## src/include/scd_pkg.sv

```systemverilog
// Package for the sample clock divider, sync and duty cycle stabiliser block.
// Assumes a single 40 MHz system clock and an active-low asynchronous reset.
package scd_pkg;
  localparam int unsigned CLK_HZ            = 40_000_000;
  localparam int unsigned CLK_PERIOD_PS     = 25_000;
  // Register map.
  localparam logic [8:0]  CLOCK_SYNC_CONTROL_ADDR = 9'h100;
  localparam logic [7:0]  CLOCK_SYNC_CONTROL_RST  = 8'h00;
  localparam int unsigned SYNC_ENABLE_BIT   = 1;
  localparam int unsigned SYNC_ONESHOT_BIT  = 2;
  // Divider.
  localparam int unsigned DIV_MIN           = 1;
  localparam int unsigned DIV_MAX           = 8;
  localparam logic [2:0]  DIV_CODE_RST      = 3'h0;
  // Stabiliser lock timing, in nanoseconds as printed (1.5 us and 5 us).
  localparam int unsigned LOCK_MIN_NS       = 1500;
  localparam int unsigned LOCK_MAX_NS       = 5000;
  localparam int unsigned LOCK_CYCLES       =
    (LOCK_MAX_NS * 1000 + CLK_PERIOD_PS - 1) / CLK_PERIOD_PS;
  // Lowest input rate at which the stabiliser loop works, in MHz.
  localparam int unsigned DCS_MIN_MHZ       = 20;
  // Reference modes.
  typedef enum logic [1:0] {
    SCD_REF_FIXED_1V0   = 2'b00,
    SCD_REF_FIXED_0V5   = 2'b01,
    SCD_REF_PROGRAMMED  = 2'b10,
    SCD_REF_EXTERNAL    = 2'b11
  } scd_ref_mode_t;
endpackage

```

## src/hdl/scd_clock_divider.sv

```systemverilog
// Contract
// Divide sample clock by integer ratio 1 through 8 for conversion clock.
// Any ratio other than one forces the stabiliser on.
// A valid sync pulse returns the divider to its initial state.
// Register bits 1 and 2 pick sync on every pulse or first pulse.
// Locked stabiliser keeps rising edge and regenerates falling edge at 50%.
// Stabiliser loop is not relied on below a nominal 20 MHz input; the code has no rate check and uses the stabiliser at any input rate.
// Relock takes 1.5 to 5 us after any input frequency change.
// While unlocked the stabiliser is bypassed and raw duty cycle passes.
// Reference sense level decodes to four reference modes.
// Software should keep the stabiliser enabled unless rate changes.
// Samples are taken on the rising edge of the conversion clock.
// First-pulse mode arms on register write and disarms after realignment.
//
// Top of the sample clock block: divider, sync, stabiliser and reference
// decode. The sample clock arrives as a pin sampled by clk_in, so it must be
// well below 20 MHz here; the comparator levels arrive already digitised.
`timescale 1ns/1ps
module scd_clock_divider #(
  parameter int unsigned LOCK_WAIT = scd_pkg::LOCK_CYCLES
) (
  input  wire logic                 clk_in,
  input  wire logic                 arst_n_in,
  input  wire logic                 sample_clk_in,
  input  wire logic                 sync_in,
  input  wire logic                 reg_wr_in,
  input  wire logic [8:0]           reg_addr_in,
  input  wire logic [7:0]           reg_wdata_in,
  output logic      [7:0]           reg_rdata_out,
  input  wire logic [2:0]           div_code_in,
  input  wire logic                 dcs_enable_in,
  input  wire logic                 rate_change_in,
  input  wire logic                 sense_above_0v2_in,
  input  wire logic                 sense_at_ref_in,
  input  wire logic                 sense_at_supply_in,
  output logic                      conv_clk_out,
  output logic                      sample_strobe_out,
  output logic                      dcs_active_out,
  output logic                      dcs_locked_out,
  output scd_pkg::scd_ref_mode_t    ref_mode_out,
  output logic                      internal_ref_en_out
);
  import scd_pkg::*;

  if (LOCK_WAIT < 1) begin : g_lock_wait_check
    $error("LOCK_WAIT must be at least one cycle");
  end

  logic       clk_s;
  logic       sync_s;
  logic       clk_d;
  logic       sync_d;
  logic [7:0] ctrl;
  logic [7:0] next_ctrl;
  logic       armed;
  logic       next_armed;
  logic       prev_raw;
  logic [2:0] rise_cnt;
  logic [2:0] next_rise_cnt;
  logic       raw_div;
  logic       next_raw_div;
  logic       stab;
  logic       next_stab;
  logic [15:0] per;
  logic [15:0] next_per;
  logic [15:0] hi_cnt;
  logic [15:0] next_hi_cnt;
  logic [15:0] half;
  logic [15:0] next_half;
  logic [31:0] lock_cnt;
  logic [31:0] next_lock_cnt;
  logic       locked;
  logic       next_locked;
  logic       rise;
  logic       sync_rise;
  logic       sync_fire;
  logic       reg_hit;
  logic       dcs_on;
  logic [2:0] div_m1;

  scd_sync3 u_clk_sync (
    .clk_in    (clk_in),
    .arst_n_in (arst_n_in),
    .d_in      (sample_clk_in),
    .q_out     (clk_s)
  );

  scd_sync3 u_sync_sync (
    .clk_in    (clk_in),
    .arst_n_in (arst_n_in),
    .d_in      (sync_in),
    .q_out     (sync_s)
  );

  // Divide code n selects ratio n+1, so every ratio 1..8 is reachable.
  assign div_m1    = div_code_in;
  assign rise      = clk_s & ~clk_d;
  assign sync_rise = sync_s & ~sync_d;
  assign reg_hit   = reg_wr_in && (reg_addr_in == CLOCK_SYNC_CONTROL_ADDR);
  // Sync acts when enabled; in one-shot mode only while armed.
  assign sync_fire = sync_rise && ctrl[SYNC_ENABLE_BIT] &&
                     (!ctrl[SYNC_ONESHOT_BIT] || armed);
  assign dcs_on    = dcs_enable_in || (div_m1 != 3'h0);

  always_comb begin
    next_ctrl = reg_hit ? reg_wdata_in : ctrl;
    // A write re-arms even if a sync fires in the same cycle.
    if (reg_hit) begin
      next_armed = 1'b1;
    end else if (sync_fire && ctrl[SYNC_ONESHOT_BIT]) begin
      next_armed = 1'b0;
    end else begin
      next_armed = armed;
    end
  end

  // Divider: a counter of input rising edges; output toggles around count.
  always_comb begin
    next_rise_cnt = rise_cnt;
    next_raw_div  = raw_div;
    if (sync_fire) begin
      next_rise_cnt = 3'h0;
      next_raw_div  = 1'b0;
    end else if (rise_cnt > div_m1) begin
      // Lowering the ratio can strand the count past its new end point.
      next_rise_cnt = 3'h0;
    end else if (rise) begin
      if (rise_cnt == div_m1) begin
        next_rise_cnt = 3'h0;
        next_raw_div  = 1'b1;
      end else begin
        next_rise_cnt = rise_cnt + 3'h1;
        if (rise_cnt == (div_m1 >> 1)) begin
          next_raw_div = 1'b0;
        end
      end
    end
    if (div_m1 == 3'h0) begin
      next_raw_div = clk_s;
    end
  end

  // Stabiliser: measure the divided period, keep the rising edge and drop
  // the output after half a period. Lock needs a stable period for a while.
  always_comb begin
    next_per      = per;
    next_half     = half;
    next_hi_cnt   = (hi_cnt != 16'hffff) ? hi_cnt + 16'h1 : hi_cnt;
    next_stab     = stab;
    next_lock_cnt = lock_cnt;
    next_locked   = locked;
    if (raw_div && !prev_raw) begin
      next_per    = hi_cnt;
      next_half   = hi_cnt >> 1;
      next_hi_cnt = 16'h1;
      next_stab   = 1'b1;
    end else if (stab && hi_cnt >= half) begin
      next_stab = 1'b0;
    end
    if (rate_change_in || !dcs_on || sync_fire) begin
      next_lock_cnt = 32'h0;
      next_locked   = 1'b0;
    end else if (raw_div && !prev_raw) begin
      if (hi_cnt != per) begin
        next_lock_cnt = 32'h0;
        next_locked   = 1'b0;
      end else if (lock_cnt >= LOCK_WAIT - 1) begin
        next_locked = 1'b1;
      end else begin
        next_lock_cnt = lock_cnt + 32'h1;
      end
    end else if (!locked && lock_cnt < LOCK_WAIT - 1) begin
      next_lock_cnt = lock_cnt + 32'h1;
    end
  end

  always_ff @(posedge clk_in or negedge arst_n_in) begin
    if (!arst_n_in) begin
      clk_d    <= 1'b0;
      sync_d   <= 1'b0;
      ctrl     <= CLOCK_SYNC_CONTROL_RST;
      armed    <= 1'b0;
      rise_cnt <= 3'h0;
      raw_div  <= 1'b0;
      prev_raw <= 1'b0;
      stab     <= 1'b0;
      per      <= 16'h0;
      half     <= 16'h0;
      hi_cnt   <= 16'h0;
      lock_cnt <= 32'h0;
      locked   <= 1'b0;
    end else begin
      clk_d    <= clk_s;
      sync_d   <= sync_s;
      ctrl     <= next_ctrl;
      armed    <= next_armed;
      rise_cnt <= next_rise_cnt;
      raw_div  <= next_raw_div;
      prev_raw <= raw_div;
      stab     <= next_stab;
      per      <= next_per;
      half     <= next_half;
      hi_cnt   <= next_hi_cnt;
      lock_cnt <= next_lock_cnt;
      locked   <= next_locked;
    end
  end

  // Bypass the stabiliser until locked so timing follows the raw duty.
  assign conv_clk_out      = (dcs_on && locked) ? stab : raw_div;
  assign sample_strobe_out = raw_div & ~prev_raw;
  assign dcs_active_out    = dcs_on;
  assign dcs_locked_out    = locked;
  assign reg_rdata_out     = ctrl;

  // Reference sense decode, supply level taking precedence.
  always_comb begin
    if (sense_at_supply_in) begin
      ref_mode_out = SCD_REF_EXTERNAL;
    end else if (sense_at_ref_in) begin
      ref_mode_out = SCD_REF_FIXED_0V5;
    end else if (sense_above_0v2_in) begin
      ref_mode_out = SCD_REF_PROGRAMMED;
    end else begin
      ref_mode_out = SCD_REF_FIXED_1V0;
    end
  end
  assign internal_ref_en_out = (ref_mode_out != SCD_REF_EXTERNAL);

  AST_FORCE_DCS: assert property (@(posedge clk_in) disable iff (!arst_n_in)
    (div_code_in != 3'h0) |-> dcs_active_out)
    else $error("stabiliser not forced on for ratio above one");
  AST_SYNC_RESET: assert property (@(posedge clk_in) disable iff (!arst_n_in)
    sync_fire |=> (rise_cnt == 3'h0))
    else $error("divider not realigned by sync");
  AST_ONESHOT_DISARM: assert property (@(posedge clk_in)
    disable iff (!arst_n_in)
    (sync_fire && ctrl[SYNC_ONESHOT_BIT] && !reg_hit) |=> !armed)
    else $error("one-shot sync did not disarm");
  AST_WRITE_ARMS: assert property (@(posedge clk_in) disable iff (!arst_n_in)
    reg_hit |=> (armed && ctrl == $past(reg_wdata_in)))
    else $error("register write did not arm or store");
  AST_BYPASS: assert property (@(posedge clk_in) disable iff (!arst_n_in)
    !locked |-> (conv_clk_out == raw_div))
    else $error("stabiliser not bypassed while unlocked");
  AST_UNLOCK_ON_CHANGE: assert property (@(posedge clk_in)
    disable iff (!arst_n_in) rate_change_in |=> !locked)
    else $error("lock kept after rate change");
  AST_DIV_RANGE: assert property (@(posedge clk_in) disable iff (!arst_n_in)
    rise_cnt <= div_m1 || $changed(div_code_in))
    else $error("divider count out of range");
  AST_REF_EXT: assert property (@(posedge clk_in) disable iff (!arst_n_in)
    sense_at_supply_in |-> !internal_ref_en_out)
    else $error("internal reference left on in external mode");
endmodule

```

## src/hdl/scd_sync3.sv

```systemverilog
// Three-stage synchroniser with agreement filter for pin inputs.
// Assumes the input is asynchronous to clk_in.
`timescale 1ns/1ps
module scd_sync3 (
  input  wire logic clk_in,
  input  wire logic arst_n_in,
  input  wire logic d_in,
  output logic      q_out
);
  logic [2:0] stage;
  logic [2:0] next_stage;
  logic       q;
  logic       next_q;

  always_comb begin
    next_stage = {stage[1:0], d_in};
    // The first stage only feeds the second; filtering looks at 2 and 3.
    next_q     = (stage[1] == stage[2]) ? stage[1] : q;
  end

  always_ff @(posedge clk_in or negedge arst_n_in) begin
    if (!arst_n_in) begin
      stage <= 3'h0;
      q     <= 1'b0;
    end else begin
      stage <= next_stage;
      q     <= next_q;
    end
  end

  assign q_out = q;
endmodule

```

## config.mk

```make
export PLATFORM = sky130hd
export DESIGN_NAME = scd_clock_divider
export DESIGN_NICKNAME = d
export VERILOG_FILES = /design/src/include/scd_pkg.sv /design/src/hdl/scd_clock_divider.sv /design/src/hdl/scd_sync3.sv
export SDC_FILE = /design/constraint.sdc
export NUM_CORES = 1
export LEC_CHECK = 0
export ABC_AREA = 1
export BUFFER_PORTS_ARGS = -buffer_cell sky130_fd_sc_hd__clkbuf_2
export CAP_MARGIN = 40
export CELL_PAD_IN_SITES_DETAIL_PLACEMENT = 1
export CELL_PAD_IN_SITES_GLOBAL_PLACEMENT = 1
export CORE_UTILIZATION = 49
export CTS_BUF_LIST = sky130_fd_sc_hd__clkbuf_8
export DETAILED_ROUTE_END_ITERATION = 7
export HOLD_SLACK_MARGIN = 0.1
export PLACE_DENSITY = 0.83
export SLEW_MARGIN = 15
export SYNTH_ARGS = -nofsm -noshare
export SYNTH_HDL_FRONTEND = slang
export SYNTH_SLANG_ARGS = --single-unit
```

## constraint.sdc

```tcl
create_clock -name clk_in -period 2.45 [get_ports clk_in]
set_input_delay 0.245 -clock clk_in [delete_from_list [all_inputs] [get_ports clk_in]]
set_output_delay 0.245 -clock clk_in [all_outputs]
set_load 0.005 [all_outputs]
```

==> results.yml <==
run_status:
  status: "completed"
die:
  pin_count: 45
  die-height_um: 101
  placementRows: 35
  die_area_um2: 10300
  die_w_um: 101
  coreArea_um2: 9420
  initial_utilization_pct: 51.3
run:
  maxCapViolCount: 0
sta:
  fmax_mhz: 499
  slew_viol_final: 0
  timing.final.ws_setup_ps: 447
  skew_ps: 15.4
  rsz0062_at_grt: "false"
  min_period_ps: 2000
  slew-limit-headroom_pct: 65.0
  timing.final.crit_share_pct: 81.8
  setup_viol: 0
  hold_violations: 0
  worst_pin_slew_ps: 524
  finalSetupTns_ps: 0
finish:
  final_cell_mix: "nand2_1, inv_1, dfrtp_1, nor2_1, clkbuf_2"
  nFillCells: 1214
  ff_latch_area_um2: 2250
  areaGrowthSynthToFinish_pct: 13.6
  multi_input_area_um2: 2110
  finalNetCount: 720
  final_common_cell: "nand2_1"
  drive_above_1_share_pct: 14.7
  fin_cells: 803
  antenna_cells: 0
setup_path:
  crit_type: "reg -> reg"
  arrival_ps: 2260
  max_stage_delay_ps: 430
  endpoint_kind: "register"
  crit_path_cell_trace: "ha_1 -> nand3_1 -> nand3_1 -> a21oi_1 -> nand2_1 -> nand3_2 -> nand2_4 -> inv_4 -> nor2_1"
  crit_required_ps: 2700
  cp_max_fo: 24
  startpoint_type: "register"
  crit_family: "simple AND/OR/NAND/NOR gates"
  slowest_stage: "dfrtp_1"
  path_buf_inv: 1
  cpMostUsedCell: "nand3_1"
power:
  leakage_nw: 2.71
  p_total_w: 0.00408
  seqPwrFrac_pct: 43.8
  netSwitchingFraction_pct: 39.3
  intPower_w: 0.00247
  power_density_nw_per_um2: 743
  p_clk_share_pct: 25.5
  peakVddDrop_uv: 396
  pwr-share-comb_pct: 30.7
  p_switching_w: 0.00160
clock_network:
  htree_levels: 3
  ctsHoldBuffers: 11
  cts_setup_buffers: 0
  clock_latency_ps: 370
  clock_sinks: 90
  tritoncts: "yes"
  cts-root-buf: "clkbuf_8"
  cts.path.max_buffers: 2
  cts_made_buffers: 9
  post_cts_resized: 0
  clk_transition_reported_paths_ps: 110
yosys:
  synth_fp_nets: 661
  async_reset_ff_share_pct: 100
  ys_warn_count: 0
  ys_ff_latch: 90
  ys_types: 35
  syn-mean-instance-area_um2: 7.92
  seq_area_frac_synth_pct: 46.6
  synth_edf_count: 0
  netlist_instances: 610
  dominantRegCellSynth: "dfrtp_1"
  netlist_area_um2: 4830
placed_design:
  place_ws_ps: 465
  io_buffers: 44
  gp_congestion: 0.815
  dp_cells: 776
  hpwl_um: 8870
global_route:
  grt_max_degree: 40
  grt_pass1_vias: 4399
  antenna_found_initial: 0
  grt_overflow: 0
  grt_usage_pct: 25.8
  grt_pass1_wl_um: 20300
detailed_routing:
  routedWlPerCell_um: 14.7
  antenna_left: 0
  dr_total_vias: 4096
  drtIter0Drc: 122
  drt-pass1-iter-count: 4
  vias_per_cell: 5.10
  drt-total-wl_um: 11800
  post-route-drc-count: 0
hold_path:
  hold_class: "in -> reg"
## metal layers
metal  GRT usage (%)  routed length, µm  share of wire [%]
met1            32.0               5320                 45
met2            45.7               5990                 51
met3            3.45                270                2.3
met4            9.70                216                1.8
met5               0                  0                  0
## power by group through the flow
| stage | Clock, W | Sequential (W) | Combinational [W] |
|---|---|---|---|
| 3_5_place_dp | 0 | 0.00182 | 0.00123 |
| 4_1_cts | 0.00105 | 0.00179 | 0.00127 |
| 2_1_floorplan | 0 | 0.00177 | 0.000824 |
| 3_3_place_gp | 0 | 0.00180 | 0.00115 |
| 6_report | 0.00104 | 0.00179 | 0.00125 |
| 5_1_grt | 0.00110 | 0.00181 | 0.00144 |
## layout make-up
| type | count | share of cell area (%) |
|---|---|---|
| Sequential cell | 90 | 41.0 |
| Multi-Input combinational cell | 410 | 38.5 |
| Timing Repair Buffer | 61 | 7.11 |
| Inverter | 97 | 6.68 |
| Tap cell | 129 | 2.94 |
| Clock buffer | 9 | 2.26 |
| Clock inverter | 7 | 1.48 |
## through the flow
| stage | hold WS (ps) | area (µm²) | utilization [%] |
|---|---|---|---|
| 3_3_place_gp | 248 | 5170 | 54.9 |
| 2_1_floorplan | -50.6 | 4830 | - |
| 4_1_cts | 229 | 5490 | 58.3 |
| 3_5_place_dp | 251 | 5170 | 54.9 |
| 6_report | 238 | 5490 | 58.3 |
| 5_1_grt | 290 | 5490 | 58.3 |
## cell usage after synthesis (2+ instances only)
library cell  instances  area share (%)
buf_2                 3            0.31
maj3_1                2            0.41
xnor2_1               8             1.5
nor2_4                5             1.2
a21oi_1              22             2.3
nand3b_1              2            0.31
nor3_1               16             1.7
a211oi_1              3            0.47
inv_1                91             7.1
xor2_1                7             1.3
nor2_2               17             2.2
clkbuf_1              5            0.39
nand4_1               9             1.2
nor2_1               48             3.7
ha_1                 21             5.4
inv_2                 5            0.39
nand3_1              19             2.0
or2_2                 2            0.26
buf_6                 2            0.47
nand2_1             174              14
o22ai_1               2            0.26
a31oi_1               2            0.26
nor4_1                3            0.39
buf_12                2            0.83
o21ai_0              41             4.2
dfrtp_1              90              47
## state kept, by name (all words and copies together) (netlist names), 3 cells and up
signal             count
u_clk_sync.stage       3
reg_rdata_out          8
u_sync_sync.stage      3
lock_cnt              32
per                   16
rise_cnt               3
hi_cnt                16
## path summary, 6_finish.rpt
kind / from / endpoint / slack (ps) / depth (start not counted)
setup / recovery: lock_cnt[0] / lock_cnt[8] / 450 / 9
hold / removal: div_code_in[0] / raw_div / 240 / 4
setup reg to reg: lock_cnt[0] / lock_cnt[8] / 450 / 9
hold reg to reg: u_sync_sync.stage[0] / u_sync_sync.stage[1] / 370 / 0
max in group asynchronous: arst_n_in / per[15] / 1460 / 3
min in group asynchronous: arst_n_in / per[9] / 370 / 2
## worst min-delay path: cells and delay by family
family          cells  cell delay (ps)
simple gates        2              150
compound gates      1               90
buf+inv             1               90
## cell families after synthesis
logic type	count (synthesis)	synth area share, %
XOR/XNOR	15	2.72
AND/OR/NAND/NOR	297	26.8
AO/OA/AOI/OAI	74	8.08
flip-flops	90	46.6
adder cells (fa/ha/maj)	23	5.85
multiplexers	1	0.207
buffers and inverters	110	9.74
Note: power is estimated with default switching activity, not from simulation.
